==> config.mk <==
export PLATFORM = sky130hd
export DESIGN_NAME = bpg_bus_port_gpio
export DESIGN_NICKNAME = d
export VERILOG_FILES = /design/src/rtl/bpg_bus_port_gpio.v
export VERILOG_INCLUDE_DIRS = /design/src /design/src/rtl
export SDC_FILE = /design/constraint.sdc
export NUM_CORES = 1
export LEC_CHECK = 0
export ABC_AREA = 1
export BUFFER_PORTS_ARGS = -buffer_cell sky130_fd_sc_hd__buf_4
export CAP_MARGIN = 20
export CORE_MARGIN = 5
export CORE_UTILIZATION = 53
export DETAILED_ROUTE_END_ITERATION = 8
export GPL_TIMING_DRIVEN = 0
export PLACE_DENSITY = 0.92
export SLEW_MARGIN = 25
export SYNTH_ARGS = -nofsm -noshare
export SYNTH_HDL_FRONTEND = slang
export SYNTH_SLANG_ARGS = --single-unit
==> constraint.sdc <==
create_clock -name clk -period 7.55 [get_ports clk]
set_clock_uncertainty 0.05 [all_clocks]
set_input_delay 1.51 -clock clk [delete_from_list [all_inputs] [get_ports clk]]
set_output_delay 1.51 -clock clk [all_outputs]
set_load 0.01 [all_outputs]
==> src/rtl/bpg_defines.vh <==
`ifndef BPG_DEFINES_VH
`define BPG_DEFINES_VH

// ==========================================================
// Register indices (byte address = index * 4)
`define BPG_IDX_HIGH_DATA     4'h0
`define BPG_IDX_LOW_DATA      4'h1
`define BPG_IDX_HIGH_DIR      4'h2
`define BPG_IDX_LOW_DIR       4'h3
`define BPG_IDX_RSVD_FIRST    4'h4
`define BPG_IDX_RSVD_LAST     4'h7
`define BPG_IDX_CTRL_DATA     4'h8
`define BPG_IDX_CTRL_DIR      4'h9
`define BPG_IDX_PIN_ASSIGN    4'ha
`define BPG_IDX_PULL_CTRL     4'hc

// ==========================================================
// Field positions
`define BPG_PA_NOACC_BIT      7
`define BPG_PA_PIPE_BIT       5
`define BPG_PA_NOECLK_BIT     4
`define BPG_PA_LSTR_BIT       3
`define BPG_PA_RDWR_BIT       2
`define BPG_PULL_CTRL_BIT     4
`define BPG_CTRL_BIDIR_MASK   8'hfc
`define BPG_PA_IMPL_MASK      8'hbc

// ==========================================================
// Reset values
`define BPG_RST_DATA          8'h00
`define BPG_RST_DIR           8'h00
`define BPG_RST_PIN_ASSIGN    8'h90
`define BPG_RST_PULL          1'b0

// ==========================================================
// Timing: APB answer after one wait state
`define BPG_APB_WAIT          1

`endif

==> src/rtl/bpg_bus_port_gpio.v <==
// Overview of operation
// - In expanded mode high port bits 7..0 carry A15..A8 and matching data lines.
// - In expanded mode low port bits 7..0 carry A7..A0 and D7..D0.
// - Without external addressing both ports act as GPIO under their direction registers.
// - Direction 1 drives the pin as output; direction 0 leaves it high-impedance input.
// - Data read returns pin level where direction is 0, latch where direction is 1.
// - High/low data and direction registers vanish in expanded/peripheral modes; access echoes out.
// - High and low direction registers reset to zero.
// - Reserved locations and unused bits read zero; writes do nothing.
// - Reserved locations vanish from the map in special peripheral mode.
// - Control pins 7..2 are bidirectional GPIO; pins 1..0 are inputs only.
// - Pin assignment picks function; direction matters only for GPIO-configured control pins.
// - Alternate functions: pipe status, bus clock, strobe/tag, read/write, two interrupts.
// - One bit enables control-port pulls on inputs of pins 7 and 4..0 (never 6..5); interrupt pins pull up only.
// - Control data register vanishes in peripheral mode, or expanded with emulate bit set.
// - Control bits 1..0 never become outputs and always stay readable.
// - Control direction vanishes in expanded/peripheral modes, or expanded with emulate bit.
// - An alternate control function overrides that pin's direction bit.
`timescale 1ns/10ps
`default_nettype none
`include "bpg_defines.vh"

module bpg_bus_port_gpio #(
    parameter ADDR_W = 12
) (
    // Clock and reset
    input  wire              clk,
    input  wire              arst_n,
    // APB slave
    input  wire              psel,
    input  wire              penable,
    input  wire              pwrite,
    input  wire [ADDR_W-1:0] paddr,
    input  wire [31:0]       pwdata,
    output reg               pready,
    output reg  [31:0]       prdata,
    output reg               pslverr,
    // Operating mode
    input  wire              modeExpanded,
    input  wire              modeSpecialPeriph,
    input  wire              emulatePortEBit,
    // Echo of accesses to locations that are off the on-chip map
    output reg               extEchoValid,
    output reg               extEchoWrite,
    output reg  [3:0]        extEchoIndex,
    output reg  [7:0]        extEchoData,
    // External bus drive for the high and low ports
    input  wire [7:0]        busHighOut,
    input  wire [7:0]        busHighOe,
    input  wire [7:0]        busLowOut,
    input  wire [7:0]        busLowOe,
    // High port pins
    input  wire [7:0]        highPinIn,
    output reg  [7:0]        highPinOut,
    output reg  [7:0]        highPinOe,
    // Low port pins
    input  wire [7:0]        lowPinIn,
    output reg  [7:0]        lowPinOut,
    output reg  [7:0]        lowPinOe,
    // Control port alternate outputs, bits 7..2
    input  wire [7:0]        ctrlAltOut,
    input  wire [7:0]        ctrlAltOe,
    // Control port pins
    input  wire [7:0]        ctrlPinIn,
    output reg  [7:0]        ctrlPinOut,
    output reg  [7:0]        ctrlPinOe,
    output reg  [7:0]        ctrlPullEn,
    output reg  [7:0]        ctrlAltSel,
    // Interrupt request levels, active low
    output reg               irqReqN,
    output reg               nmiReqN
);

    // ==========================================================
    // Reset synchroniser
    reg rstMeta_q;
    reg rstSync_q;

    always @(posedge clk or negedge arst_n) begin
        if (!arst_n) begin
            rstMeta_q <= 1'b0;
            rstSync_q <= 1'b0;
        end else begin
            rstMeta_q <= 1'b1;
            rstSync_q <= rstMeta_q;
        end
    end

    wire rstN = rstSync_q;

    // ==========================================================
    // Helpers
    function [7:0] portRead;
        input [7:0] dir;
        input [7:0] latch;
        input [7:0] pin;
        begin
            portRead = (dir & latch) | (~dir & pin);
        end
    endfunction

    // ==========================================================
    // Registers
    reg  [7:0] highData_q;
    reg  [7:0] lowData_q;
    reg  [7:0] highDir_q;
    reg  [7:0] lowDir_q;
    reg  [7:0] ctrlData_q;
    reg  [7:0] ctrlDir_q;
    reg  [7:0] pinAssign_q;
    reg        pullEn_q;

    // ==========================================================
    // Map visibility
    wire abInMap     = ~modeExpanded & ~modeSpecialPeriph;
    wire rsvdInMap   = ~modeSpecialPeriph;
    wire eDataInMap  = ~modeSpecialPeriph & ~(modeExpanded & emulatePortEBit);
    wire eDirInMap   = ~modeExpanded & ~modeSpecialPeriph;
    wire paInMap     = ~modeExpanded & ~modeSpecialPeriph;

    // ==========================================================
    // Control port function selection
    reg [7:0] altSel;

    always @* begin
        altSel = 8'h00;
        // Pin assignment has no effect in single-chip or peripheral modes, except the clock pin
        if (modeExpanded & ~modeSpecialPeriph) begin
            altSel[7] = ~pinAssign_q[`BPG_PA_NOACC_BIT];
            altSel[6] = pinAssign_q[`BPG_PA_PIPE_BIT];
            altSel[5] = pinAssign_q[`BPG_PA_PIPE_BIT];
            altSel[3] = pinAssign_q[`BPG_PA_LSTR_BIT];
            altSel[2] = pinAssign_q[`BPG_PA_RDWR_BIT];
        end
        altSel[4] = ~pinAssign_q[`BPG_PA_NOECLK_BIT];
    end

    // Effective directions; bits 1..0 are input only
    wire [7:0] ctrlDirEff = ctrlDir_q & `BPG_CTRL_BIDIR_MASK & ~altSel;

    // ==========================================================
    // APB decode
    wire       addrOk = (paddr[1:0] == 2'b00) && (paddr[ADDR_W-1:6] == {(ADDR_W-6){1'b0}});
    wire [3:0] idx    = paddr[5:2];
    wire       isRsvd = (idx >= `BPG_IDX_RSVD_FIRST) && (idx <= `BPG_IDX_RSVD_LAST);

    reg        hit;
    reg        echo;
    reg [7:0]  rdByte;

    always @* begin
        hit    = 1'b0;
        echo   = 1'b0;
        rdByte = 8'h00;
        if (addrOk) begin
            case (idx)
                `BPG_IDX_HIGH_DATA: begin
                    hit    = abInMap;
                    rdByte = portRead(highDir_q, highData_q, highPinIn);
                end
                `BPG_IDX_LOW_DATA: begin
                    hit    = abInMap;
                    rdByte = portRead(lowDir_q, lowData_q, lowPinIn);
                end
                `BPG_IDX_HIGH_DIR: begin
                    hit    = abInMap;
                    rdByte = highDir_q;
                end
                `BPG_IDX_LOW_DIR: begin
                    hit    = abInMap;
                    rdByte = lowDir_q;
                end
                `BPG_IDX_CTRL_DATA: begin
                    hit    = eDataInMap;
                    rdByte = portRead(ctrlDirEff, ctrlData_q, ctrlPinIn);
                end
                `BPG_IDX_CTRL_DIR: begin
                    hit    = eDirInMap;
                    rdByte = ctrlDir_q & `BPG_CTRL_BIDIR_MASK;
                end
                `BPG_IDX_PIN_ASSIGN: begin
                    hit    = paInMap;
                    rdByte = pinAssign_q & `BPG_PA_IMPL_MASK;
                end
                `BPG_IDX_PULL_CTRL: begin
                    hit    = 1'b1;
                    rdByte = {3'b000, pullEn_q, 4'h0};
                end
                default: begin
                    hit    = isRsvd & rsvdInMap;
                    rdByte = 8'h00;
                end
            endcase
            if (!hit) begin
                case (idx)
                    `BPG_IDX_HIGH_DATA, `BPG_IDX_LOW_DATA,
                    `BPG_IDX_HIGH_DIR, `BPG_IDX_LOW_DIR,
                    `BPG_IDX_CTRL_DATA, `BPG_IDX_CTRL_DIR,
                    `BPG_IDX_PIN_ASSIGN: begin
                        echo = 1'b1;
                    end
                    default: begin
                        echo = isRsvd;
                    end
                endcase
            end
        end
    end

    // ==========================================================
    // APB handshake: one wait state, then the access completes
    wire accessPhase = psel & penable;
    wire completing  = accessPhase & pready;
    wire doWrite     = completing & pwrite & hit;

    always @(posedge clk or negedge rstN) begin
        if (!rstN) begin
            pready       <= 1'b0;
            prdata       <= 32'h0000_0000;
            pslverr      <= 1'b0;
            extEchoValid <= 1'b0;
            extEchoWrite <= 1'b0;
            extEchoIndex <= 4'h0;
            extEchoData  <= 8'h00;
        end else begin
            pready       <= accessPhase & ~pready;
            extEchoValid <= 1'b0;
            if (accessPhase & ~pready) begin
                prdata  <= pwrite ? 32'h0000_0000 : {24'h00_0000, rdByte};
                pslverr <= ~hit & ~echo;
            end
            if (completing & echo) begin
                extEchoValid <= 1'b1;
                extEchoWrite <= pwrite;
                extEchoIndex <= idx;
                extEchoData  <= pwdata[7:0];
            end
        end
    end

    // ==========================================================
    // Register writes; reserved locations and unused bits ignore writes
    always @(posedge clk or negedge rstN) begin
        if (!rstN) begin
            highData_q  <= `BPG_RST_DATA;
            lowData_q   <= `BPG_RST_DATA;
            highDir_q   <= `BPG_RST_DIR;
            lowDir_q    <= `BPG_RST_DIR;
            ctrlData_q  <= `BPG_RST_DATA;
            ctrlDir_q   <= `BPG_RST_DIR;
            pinAssign_q <= `BPG_RST_PIN_ASSIGN;
            pullEn_q    <= `BPG_RST_PULL;
        end else if (doWrite) begin
            case (idx)
                `BPG_IDX_HIGH_DATA:  highData_q  <= pwdata[7:0];
                `BPG_IDX_LOW_DATA:   lowData_q   <= pwdata[7:0];
                `BPG_IDX_HIGH_DIR:   highDir_q   <= pwdata[7:0];
                `BPG_IDX_LOW_DIR:    lowDir_q    <= pwdata[7:0];
                `BPG_IDX_CTRL_DATA:  ctrlData_q  <= pwdata[7:0];
                `BPG_IDX_CTRL_DIR:   ctrlDir_q   <= pwdata[7:0] & `BPG_CTRL_BIDIR_MASK;
                `BPG_IDX_PIN_ASSIGN: pinAssign_q <= pwdata[7:0] & `BPG_PA_IMPL_MASK;
                `BPG_IDX_PULL_CTRL:  pullEn_q    <= pwdata[`BPG_PULL_CTRL_BIT];
                default:             pullEn_q    <= pullEn_q;
            endcase
        end
    end

    // ==========================================================
    // Pin drive, registered so each output comes from a flop
    wire busOwnsAB = modeExpanded | modeSpecialPeriph;

    always @(posedge clk or negedge rstN) begin
        if (!rstN) begin
            highPinOut <= 8'h00;
            highPinOe  <= 8'h00;
            lowPinOut  <= 8'h00;
            lowPinOe   <= 8'h00;
        end else if (busOwnsAB) begin
            highPinOut <= busHighOut;
            highPinOe  <= busHighOe;
            lowPinOut  <= busLowOut;
            lowPinOe   <= busLowOe;
        end else begin
            highPinOut <= highData_q;
            highPinOe  <= highDir_q;
            lowPinOut  <= lowData_q;
            lowPinOe   <= lowDir_q;
        end
    end

    // Control port: alternate function wins over the direction bit
    genvar g;
    generate
        for (g = 0; g < 8; g = g + 1) begin : gCtrlPin
            always @(posedge clk or negedge rstN) begin
                if (!rstN) begin
                    ctrlPinOut[g] <= 1'b0;
                    ctrlPinOe[g]  <= 1'b0;
                    ctrlPullEn[g] <= 1'b0;
                    ctrlAltSel[g] <= 1'b0;
                end else begin
                    ctrlAltSel[g] <= altSel[g];
                    if (g < 2) begin
                        // Interrupt pins are never driven; pull is upward only
                        ctrlPinOut[g] <= 1'b0;
                        ctrlPinOe[g]  <= 1'b0;
                        ctrlPullEn[g] <= pullEn_q;
                    end else if (altSel[g]) begin
                        ctrlPinOut[g] <= ctrlAltOut[g];
                        ctrlPinOe[g]  <= ctrlAltOe[g];
                        ctrlPullEn[g] <= pullEn_q & ~ctrlAltOe[g] & ((g == 7) || (g == 4) ||
                                         (g == 3) || (g == 2));
                    end else begin
                        ctrlPinOut[g] <= ctrlData_q[g];
                        ctrlPinOe[g]  <= ctrlDir_q[g];
                        ctrlPullEn[g] <= pullEn_q & ~ctrlDir_q[g] & ((g == 7) || (g == 4) ||
                                         (g == 3) || (g == 2));
                    end
                end
            end
        end
    endgenerate

    // Interrupt levels pass through a flop; pin reads stay independent of them
    always @(posedge clk or negedge rstN) begin
        if (!rstN) begin
            irqReqN <= 1'b1;
            nmiReqN <= 1'b1;
        end else begin
            irqReqN <= ctrlPinIn[1];
            nmiReqN <= ctrlPinIn[0];
        end
    end

endmodule // bpg_bus_port_gpio

`default_nettype wire

==> impl_metrics.env, run 1 <==
export IMPL_powerDensity_mw_per_mm2=200
export IMPL_h_tree_depth=4
export IMPL_num_rows=39
export IMPL_cts_inserted_buffers=17
export IMPL_rr_worst_depth=6
export IMPL_dp_slack_ps=4320
export IMPL_final_period_utilization_pct=38.4
export IMPL_cts_max_path_buffers=2
export IMPL_rsz0062_at_grt="no"
export IMPL_post_cts_buffers=0
export IMPL_syn_to_final_growth_pct=35.6
export IMPL_final_area_mm2=0.00831
export IMPL_antenna_cells=0
export IMPL_place_congestion=0.923
export IMPL_final_instance_count_excl_fill=1086
export IMPL_drt_iter0_drc=780
export IMPL_ir_drop_mv=0.168
export IMPL_fin_crit_ps=2900
export IMPL_setup_viol=0
export IMPL_wirelength_um=18700
export IMPL_ant_nets=0
export IMPL_fp_coreArea_mm2=0.0114
export IMPL_nNetsFinal=1055
export IMPL_drt_pass1_iter_count=5
export IMPL_ys_top_cells_by_count="nand2_1 (261), dfrtp_1 (128), nand4_1 (58)"
export IMPL_avgSynthCellArea_um2=8.67
export IMPL_worstSetupPathType="input pin to register"
export IMPL_yosysSeqAreaShare_pct=54.0
export IMPL_die_h_um=118
export IMPL_ctsHoldBuffers=0
export IMPL_synth_seq_cells=132
export IMPL_cts_sinks=132
export IMPL_worstHoldPathType="register to asynchronous set/reset pin"
export IMPL_timing_critical_path_fanout_max=10
export IMPL_drv_slew=0
export IMPL_ios=238
export IMPL_worstSetupEndpointType="register"
export IMPL_wl_per_cell_um=17.2
export IMPL_dp_cells=1055
export IMPL_fin_tns_setup_ps=0
export IMPL_r2r_start="pready"
export IMPL_start_util_pct=53.9
export IMPL_netlist_instances=707
export IMPL_grt_overflow=0
export IMPL_post_dp_cell_area_mm2=0.00777
export IMPL_grt_pass1_wl_um=29900
export IMPL_cts_resized=0
export IMPL_cp_start_kind="input pin"
export IMPL_ys_types=33
export IMPL_root_buffer="clkbuf_16"
export IMPL_design_die_area_mm2=0.0138
export IMPL_synthFlopType="dfrtp_1"
export IMPL_grt_pass1_vias=5809
export IMPL_worstPathRequired_ps=7860
export IMPL_cts_clk_slew_worst_paths_ps=50
export IMPL_async_flop_share_pct=100
export IMPL_synth_top_cell_area_share_pct=52.3
export IMPL_power_static_leakage_uw=0.00459
export IMPL_hold_violations=0
export IMPL_netlist_top_cell_by_area="dfrtp_1"
export IMPL_synth_enable_flop_cells=0
export IMPL_vias_per_cell=5.35
export IMPL_num_vias=5810
export IMPL_synth_area_mm2=0.00613
export IMPL_rr_endpoint="ctrlData_q[6]"
export IMPL_grt_antenna_before_repair=0
export IMPL_yosys_warnings=0
export IMPL_maxClockFrequency_mhz=345
export IMPL_drc_errors=0
export IMPL_hpwlAfterDp_um=13700
export IMPL_grt_max_degree=58
export IMPL_worstPathArrival_ps=3210
export IMPL_rrSetupSlack_ps=5570
export IMPL_synthMostInstantiatedCell="nand2_1"
export IMPL_drive_above_1_share_pct=31.5
export IMPL_max_cap_violations=0
export IMPL_synth_area_leaders="dfrtp_1 (52%), nand2_1 (16%), nand4_1 (5.9%)"
export IMPL_portBuffers=172
export IMPL_clock_latency_ps=420
export IMPL_die_w_um=118
export IMPL_timing_final_ws_setup_ps=4650
export IMPL_slew_headroom_pct=50.9
export IMPL_worst_pin_slew_ps=733
export IMPL_status="completed"
export IMPL_cts_tree="done"
export IMPL_grt_usage_pct=27.1
[through the flow]
| stage | hold slack, ps | total power (uW) | util [%] |
|---|---|---|---|
| floorplan | 281 | 819 | - |
| detailed placement | 198 | 906 | 68.4 |
| global placement | 286 | 898 | 67.9 |
| finish | 185 | 1660 | 73.1 |
| CTS | 201 | 1660 | 73.1 |
| global route | 230 | 1710 | 73.1 |
[cell type report]
type | count | area, um^2
Sequential cell | 132 | 3310
Fill cell | 863 | 3060
Multi-Input combinational cell | 491 | 2310
Timing Repair Buffer | 174 | 1350
Clock buffer | 26 | 489
Buffer | 61 | 420
Inverter | 54 | 203
Tap cell | 143 | 179
Clock inverter | 5 | 50.0
[worst max-delay path, stage by stage]
cell      delay, ps
buf_4           130
inv_2            70
nand2_1          50
nor2_1          520
clkbuf_1        450
nand2_1         190
nand4_1         130
nand2_1          70
nand2_1          80
[layer usage]
metal | routed length [um] | vias to the layer above | global-route usage (%)
met2 | 8550 | 394 | 41.9
met5 | 0 | - | 0
met4 | 706 | 0 | 11.1
li1 | - | 2675 | -
met1 | 7100 | 2668 | 34.4
met3 | 2300 | 73 | 10.2
[how the worst max path moves through the flow]
stage               endpoint      from  depth (start not counted)
2_1_floorplan  ctrlAltSel[2]      rstN                          0
3_3_place_gp    highPinOe[1]      rstN                          0
3_5_place_dp       prdata[6]  paddr[4]                          9
5_1_grt            prdata[6]  paddr[2]                          9
4_1_cts            prdata[6]  paddr[4]                          9
6_report           prdata[6]  paddr[4]                          9
[cells by family (layout without fill, tap and decap cells)]
kind of cell	count (synthesis)	in the layout	synth area share, %
flip-flops	132	132	54.0
multiplexers	19	19	3.49
buffers and inverters	115	320	10.2
AO/OA/AOI/OAI	53	53	4.80
AND/OR/NAND/NOR	386	386	27.4
other	2	33	0.123
[cells in the final DEF, fill, tap and decap left out, types with 2 or more instances in the layout]
cell type / count
a21oi_1: 22
buf_16: 2
buf_2: 15
buf_4: 206
buf_6: 6
clkbuf_1: 11
clkbuf_16: 17
clkbuf_8: 3
clkinv_2: 4
conb_1: 33
dfrtp_1: 127
dfstp_2: 4
inv_1: 46
inv_2: 7
mux2_2: 19
nand2_1: 261
nand2_2: 2
nand3_1: 17
nand4_1: 58
nand4_2: 4
nor2_1: 36
nor2_2: 2
nor3_1: 2
o21ai_0: 19
o21ai_1: 4
o22ai_1: 3
[power breakdown]
| group | switching (uW) | total (uW) | internal [uW] |
|---|---|---|---|
| sequential | 7.30 | 732 | 724 |
| clock | 289 | 763 | 474 |
| combinational | 83.7 | 164 | 79.9 |
| total | 380 | 1660 | 1280 |
Power figures use the tool's default switching activity.
==> run 2: changes to the inputs <==
--- a/config.mk
+++ b/config.mk
@@ -10,10 +10,10 @@
 export BUFFER_PORTS_ARGS = -buffer_cell sky130_fd_sc_hd__buf_4
 export CAP_MARGIN = 20
 export CORE_MARGIN = 5
-export CORE_UTILIZATION = 53
+export CORE_UTILIZATION = 49
 export DETAILED_ROUTE_END_ITERATION = 8
 export GPL_TIMING_DRIVEN = 0
-export PLACE_DENSITY = 0.92
+export PLACE_DENSITY = 0.86
 export SLEW_MARGIN = 25
 export SYNTH_ARGS = -nofsm -noshare
 export SYNTH_HDL_FRONTEND = slang
==> constraint.sdc (replaced) <==
create_clock -name clk -period 2.9 [get_ports clk]
set_clock_uncertainty 0.05 [all_clocks]
set_input_delay 0.58 -clock clk [delete_from_list [all_inputs] [get_ports clk]]
set_output_delay 0.58 -clock clk [all_outputs]
set_load 0.01 [all_outputs]
==> run 2 against run 1 <==
Sequential share of layout area fell by 0.53 points. Design area increased by 1.3%. Sequential power rose to 2.6 times the previous value. Combinational power grew to 2.6 times the previous value. Critical path type unchanged. Critical endpoint is now prdata[5].
==> impl_metrics.env, run 2 (synthesized netlist as in run 1, its figures left out) <==
export IMPL_comb_power_share_pct=9.5
export IMPL_worstHoldPathType="register to asynchronous set/reset pin"
export IMPL_ios=238
export IMPL_p_seq_share_pct=42.1
export IMPL_antenna_cells=0
export IMPL_post_dp_cell_area_mm2=0.00781
export IMPL_wl_per_cell_um=17.0
export IMPL_final_period_utilization_pct=68.6
export IMPL_cts_inserted_buffers=17
export IMPL_maxClockFrequency_mhz=503
export IMPL_place_congestion=0.937
export IMPL_vias_per_cell=5.14
export IMPL_syn_to_final_growth_pct=37.5
export IMPL_die_w_um=122
export IMPL_worst_pin_slew_ps=762
export IMPL_grt_max_degree=40
export IMPL_power_static_leakage_uw=0.00463
export IMPL_cp_top_family="simple AND/OR/NAND/NOR gates"
export IMPL_r2r_start="pready"
export IMPL_grt_util_met3_pct=9.29
export IMPL_hold_violations=0
export IMPL_rr_endpoint="ctrlData_q[6]"
export IMPL_layout_commonest_cell="nand2_1"
export IMPL_p_int_uw=3450
export IMPL_crit_buf_inv=3
export IMPL_grt_pass1_wl_um=29600
export IMPL_root_buffer="clkbuf_16"
export IMPL_status="completed"
export IMPL_ir_drop_mv=0.506
export IMPL_path_common_cell="nand2_1"
export IMPL_drive_above_1_share_pct=32.2
export IMPL_rr_worst_depth=6
export IMPL_power_uw=4530
export IMPL_dp_slack_ps=562
export IMPL_timing_critical_path_fanout_max=10
export IMPL_worstPathArrival_ps=2310
export IMPL_worstPathCellList="buf_4, inv_2, nand2_1, nor2_1, clkbuf_1, nand2_1, nand3_1, nand2_1, nand2_1"
export IMPL_drv_slew=0
export IMPL_switching_share_pct=23.7
export IMPL_final_area_mm2=0.00842
export IMPL_clkPwrFrac_pct=48.5
export IMPL_hpwlAfterDp_um=13900
export IMPL_max_cap_violations=0
export IMPL_rsz0062_at_grt="no"
export IMPL_grt_usage_pct=26.0
export IMPL_wirelength_um=19000
export IMPL_clock_latency_ps=430
export IMPL_drt_pass1_iter_count=5
export IMPL_design_die_area_mm2=0.0148
export IMPL_cts_sinks=132
export IMPL_fp_coreArea_mm2=0.0121
export IMPL_cts_max_path_buffers=2
export IMPL_start_util_pct=50.6
export IMPL_grt_pass1_vias=5701
export IMPL_h_tree_depth=4
export IMPL_nNetsFinal=1057
export IMPL_cts_resized=0
export IMPL_grt_overflow=0
export IMPL_cp_start_kind="input pin"
export IMPL_grt_antenna_before_repair=0
export IMPL_die_h_um=122
export IMPL_fin_tns_setup_ps=0
export IMPL_worstSetupEndpointType="register"
export IMPL_worstSetupPathType="input pin to register"
export IMPL_num_rows=40
export IMPL_fin_crit_ps=1990
export IMPL_cts_tree="done"
export IMPL_fillers=990
export IMPL_final_util_pct=69.6
export IMPL_grt_use_met2_pct=40.4
export IMPL_slowest_delay_ps=530
export IMPL_timing_final_ws_setup_ps=912
export IMPL_slew_headroom_pct=48.9
export IMPL_portBuffers=172
export IMPL_p_switching_uw=1070
export IMPL_powerDensity_mw_per_mm2=537
export IMPL_rrSetupSlack_ps=920
export IMPL_worstPathRequired_ps=3220
export IMPL_drt_iter0_drc=557
export IMPL_num_vias=5730
export IMPL_mostFrequentLayoutCells="nand2_1 (261), buf_4 (206), dfrtp_1 (127)"
export IMPL_ant_nets=0
export IMPL_use_met1_pct=33.4
export IMPL_grt_busiest_layer="met2"
export IMPL_cts_clk_slew_worst_paths_ps=60
export IMPL_drc_errors=0
export IMPL_slowest_stage="nor2_1"
export IMPL_setup_viol=0
[run 2: area by class of cell]
type	instances	area (um^2)	share of cell area, %
sequential	132	3310	39.3
multi-input combinational	491	2310	27.5
timing repair buffer	176	1360	16.2
clock buffer	21	480	5.70
buffer	61	420	4.99
tap	168	210	2.50
inverter	54	203	2.41
clock inverter	11	124	1.47
[run 2: worst reg2reg max path: stages, from the launching register on]
cell,delay [ps]
dfrtp_1,380
nand3_1,130
nor2_1,330
clkbuf_1,350
nand4_1,370
nand2_1,180
nand2_1,80
[run 2: timing repair]
item / CTS / global route
hold buffers: 1 / 0
setup buffers: 0 / 0
hold endpoints to repair: 2 / 0
[run 2: layer usage]
layer | wire length, um | share of wire (%)
met2 | 8680 | 46
met5 | 0 | 0
met4 | 682 | 3.6
met3 | 2150 | 11
met1 | 7460 | 39
[run 2: worst max path at each step]
stage                  start       endpoint  slack, ps  depth (start not counted)
global route        paddr[2]      prdata[4]        780                          9
detailed placement  paddr[2]  ctrlData_q[6]        560                          7
global placement        rstN    lowPinOe[0]       -130                          0
CTS                   pready  ctrlData_q[6]        950                          6
floorplan               rstN  ctrlAltSel[2]        660                          0
finish              paddr[4]      prdata[5]        910                          9
[run 2: power by group through the flow]
stage                     clock, uW  sequential, uW  combinational [uW]
after floorplan                   0            1980                 157
after global placement            0            1960                 377
after detailed placement          0            1940                 421
after CTS                      2210            1910                 426
after global routing           2290            1910                 468
final                          2190            1900                 428
[run 2: stage by stage]
step,hold WS [ps],instances
floorplan,234,738
global placement,285,1078
detailed placement,200,1081
CTS,200,1114
global route,208,1114
finish,187,1114
==> run 3: changes to the inputs <==
==> constraint.sdc (replaced) <==
create_clock -name clk -period 1.83 [get_ports clk]
set_clock_uncertainty 0.05 [all_clocks]
set_input_delay 0.366 -clock clk [delete_from_list [all_inputs] [get_ports clk]]
set_output_delay 0.366 -clock clk [all_outputs]
set_load 0.01 [all_outputs]
==> run 3 against run 2 <==
Worst setup slack worse by 800 ps. Sequential cell count unchanged. Wire length shrank 3.0%. Combinational power up 57%. Final cell count hardly changed. Register-to-register slack got worse by 810 ps. First-iteration DRC count is 11% lower. Largest cell class unchanged. Sequential share of layout area decreased by 0.35 points.
==> impl_metrics.env, run 3 (synthesized netlist as in run 1, its figures left out) <==
export IMPL_status="completed"
export IMPL_rsz0062_at_grt="yes"
export IMPL_clock_latency_ps=420
export IMPL_cts_tree="done"
export IMPL_grt_overflow=0
export IMPL_start_util_pct=50.6
export IMPL_cp_start_kind="register"
export IMPL_grt_antenna_before_repair=0
export IMPL_root_buffer="clkbuf_16"
export IMPL_grt_max_degree=49
export IMPL_post_dp_cell_area_mm2=0.00780
export IMPL_max_cap_violations=0
export IMPL_ir_drop_mv=0.495
export IMPL_final_instance_count_excl_fill=1115
export IMPL_setup_viol=0
export IMPL_slew_headroom_pct=54.5
export IMPL_comb_power_share_pct=9.0
export IMPL_worstPathRequired_ps=2080
export IMPL_rr_endpoint="ctrlDir_q[6]"
export IMPL_cts_clk_slew_worst_paths_ps=60
export IMPL_num_rows=40
export IMPL_top_layer="met4"
export IMPL_worstHoldPathType="input pin to register"
export IMPL_fin_tns_setup_ps=0
export IMPL_ant_nets=0
export IMPL_drt_pass1_iter_count=5
export IMPL_met3WireLength_um=2000
export IMPL_wl_per_cell_um=16.5
export IMPL_drt_iter0_drc=498
export IMPL_clkPwrFrac_pct=50.3
export IMPL_rr_worst_depth=6
export IMPL_layout_commonest_cell="nand2_1"
export IMPL_route_met2_wl_um=8600
export IMPL_hold_violations=0
export IMPL_p_seq_share_pct=40.6
export IMPL_cts_sinks=132
export IMPL_powerDensity_mw_per_mm2=875
export IMPL_portBuffers=172
export IMPL_cts_max_path_buffers=2
export IMPL_p_switching_uw=1600
export IMPL_worstSetupEndpointType="register"
export IMPL_grt_pass1_wl_um=28800
export IMPL_place_congestion=0.949
export IMPL_ios=238
export IMPL_drive_above_1_share_pct=32.2
export IMPL_endpoint="ctrlDir_q[6]"
export IMPL_die_w_um=122
export IMPL_switching_share_pct=21.5
export IMPL_worst_pin_slew_ps=679
export IMPL_power_uw=7440
export IMPL_drc_errors=0
export IMPL_timing_critical_path_fanout_max=10
export IMPL_maxClockFrequency_mhz=582
export IMPL_num_vias=5756
export IMPL_final_period_utilization_pct=93.8
export IMPL_power_static_leakage_uw=0.00466
export IMPL_drv_slew=0
export IMPL_grt_pass1_vias=5596
export IMPL_fin_crit_ps=1720
export IMPL_vias_per_cell=5.16
export IMPL_rrSetupSlack_ps=110
export IMPL_mostFrequentLayoutCells="nand2_1 (261), buf_4 (207), dfrtp_1 (127)"
export IMPL_cts_inserted_buffers=17
export IMPL_hpwlAfterDp_um=13600
export IMPL_p_int_uw=5840
export IMPL_wirelength_um=18400
export IMPL_dp_cells=1080
export IMPL_crit_start="pready"
export IMPL_antenna_cells=0
export IMPL_hp_start="ctrlPinIn[1]"
export IMPL_grt_usage_pct=25.2
export IMPL_worstSetupPathType="register to register"
export IMPL_syn_to_final_growth_pct=38.7
export IMPL_met1_length_um=7240
export IMPL_die_h_um=122
export IMPL_nNetsFinal=1058
export IMPL_fp_coreArea_mm2=0.0121
export IMPL_design_die_area_mm2=0.0148
export IMPL_worstPathArrival_ps=1970
export IMPL_r2r_start="pready"
export IMPL_h_tree_depth=4
export IMPL_final_area_mm2=0.00850
[run 3: cell types whose count changed in the layout (fill, tap and decap cells not counted), sizes merged]
cell,delta
dlygate4sd3,+1
bufinv,+3
clkbuf,+2
clkinvlp,-3
inv,-2
[run 3: layout make-up]
cell class / instances / area, um^2
tap: 168 / 210
clock inverter: 9 / 174
sequential: 132 / 3310
fill: 947 / 3610
timing repair buffer: 177 / 1370
inverter: 54 / 203
multi-input combinational: 491 / 2330
clock buffer: 23 / 478
buffer: 61 / 422
[run 3: how the worst min path moves through the flow]
stage	endpoint	slack, ps	cells past startpoint
final	irqReqN	10	1
after global routing	irqReqN	4	1
after CTS	nmiReqN	3	1
after detailed placement	rstN	100	1
after global placement	rstMeta_q	100	1
after floorplan	rstMeta_q	20	0
[run 3: power by group through the flow]
| stage | Sequential, uW | Combinational (uW) | Clock (uW) |
|---|---|---|---|
| 3_5_place_dp | 3070 | 660 | 0 |
| 2_1_floorplan | 3130 | 248 | 0 |
| 6_report | 3020 | 671 | 3750 |
| 3_3_place_gp | 3110 | 596 | 0 |
| 5_1_grt | 3030 | 735 | 3900 |
| 4_1_cts | 3030 | 665 | 3760 |
[run 3: metal layers]
metal / vias to the layer above / global-route usage, %
met2: 334 / 39.0
met1: 2701 / 34.1
met3: 35 / 5.80
met5: - / 0
met4: 0 / 11.2
li1: 2686 / -
[run 3: through the flow]
stage               utilization, %  hold slack, ps  setup slack [ps]
global route                  70.2            4.43             -4.09
CTS                           70.0            2.85              36.5
global placement              64.0            98.5              -291
floorplan                        -            20.4               224
detailed placement            64.4             101              -292
finish                        70.2            9.88               113
[run 3: critical path, stage by stage (launching register included)]
cell and delay, ps:
dfrtp_1 380, nand3_1 140, nor2_2 230, clkbuf_2 270, nand4_1 310, nand2_1 150, nand2_1 60
[run 3: what timing repair did]
action,4_1_cts,5_1_grt
hold buffers,1,1
gates cloned,0,0
pin swaps,1,0
hold endpoints to repair,2,1
setup buffers,1,0
setup endpoints to repair,22,27
gates resized for setup,1,3
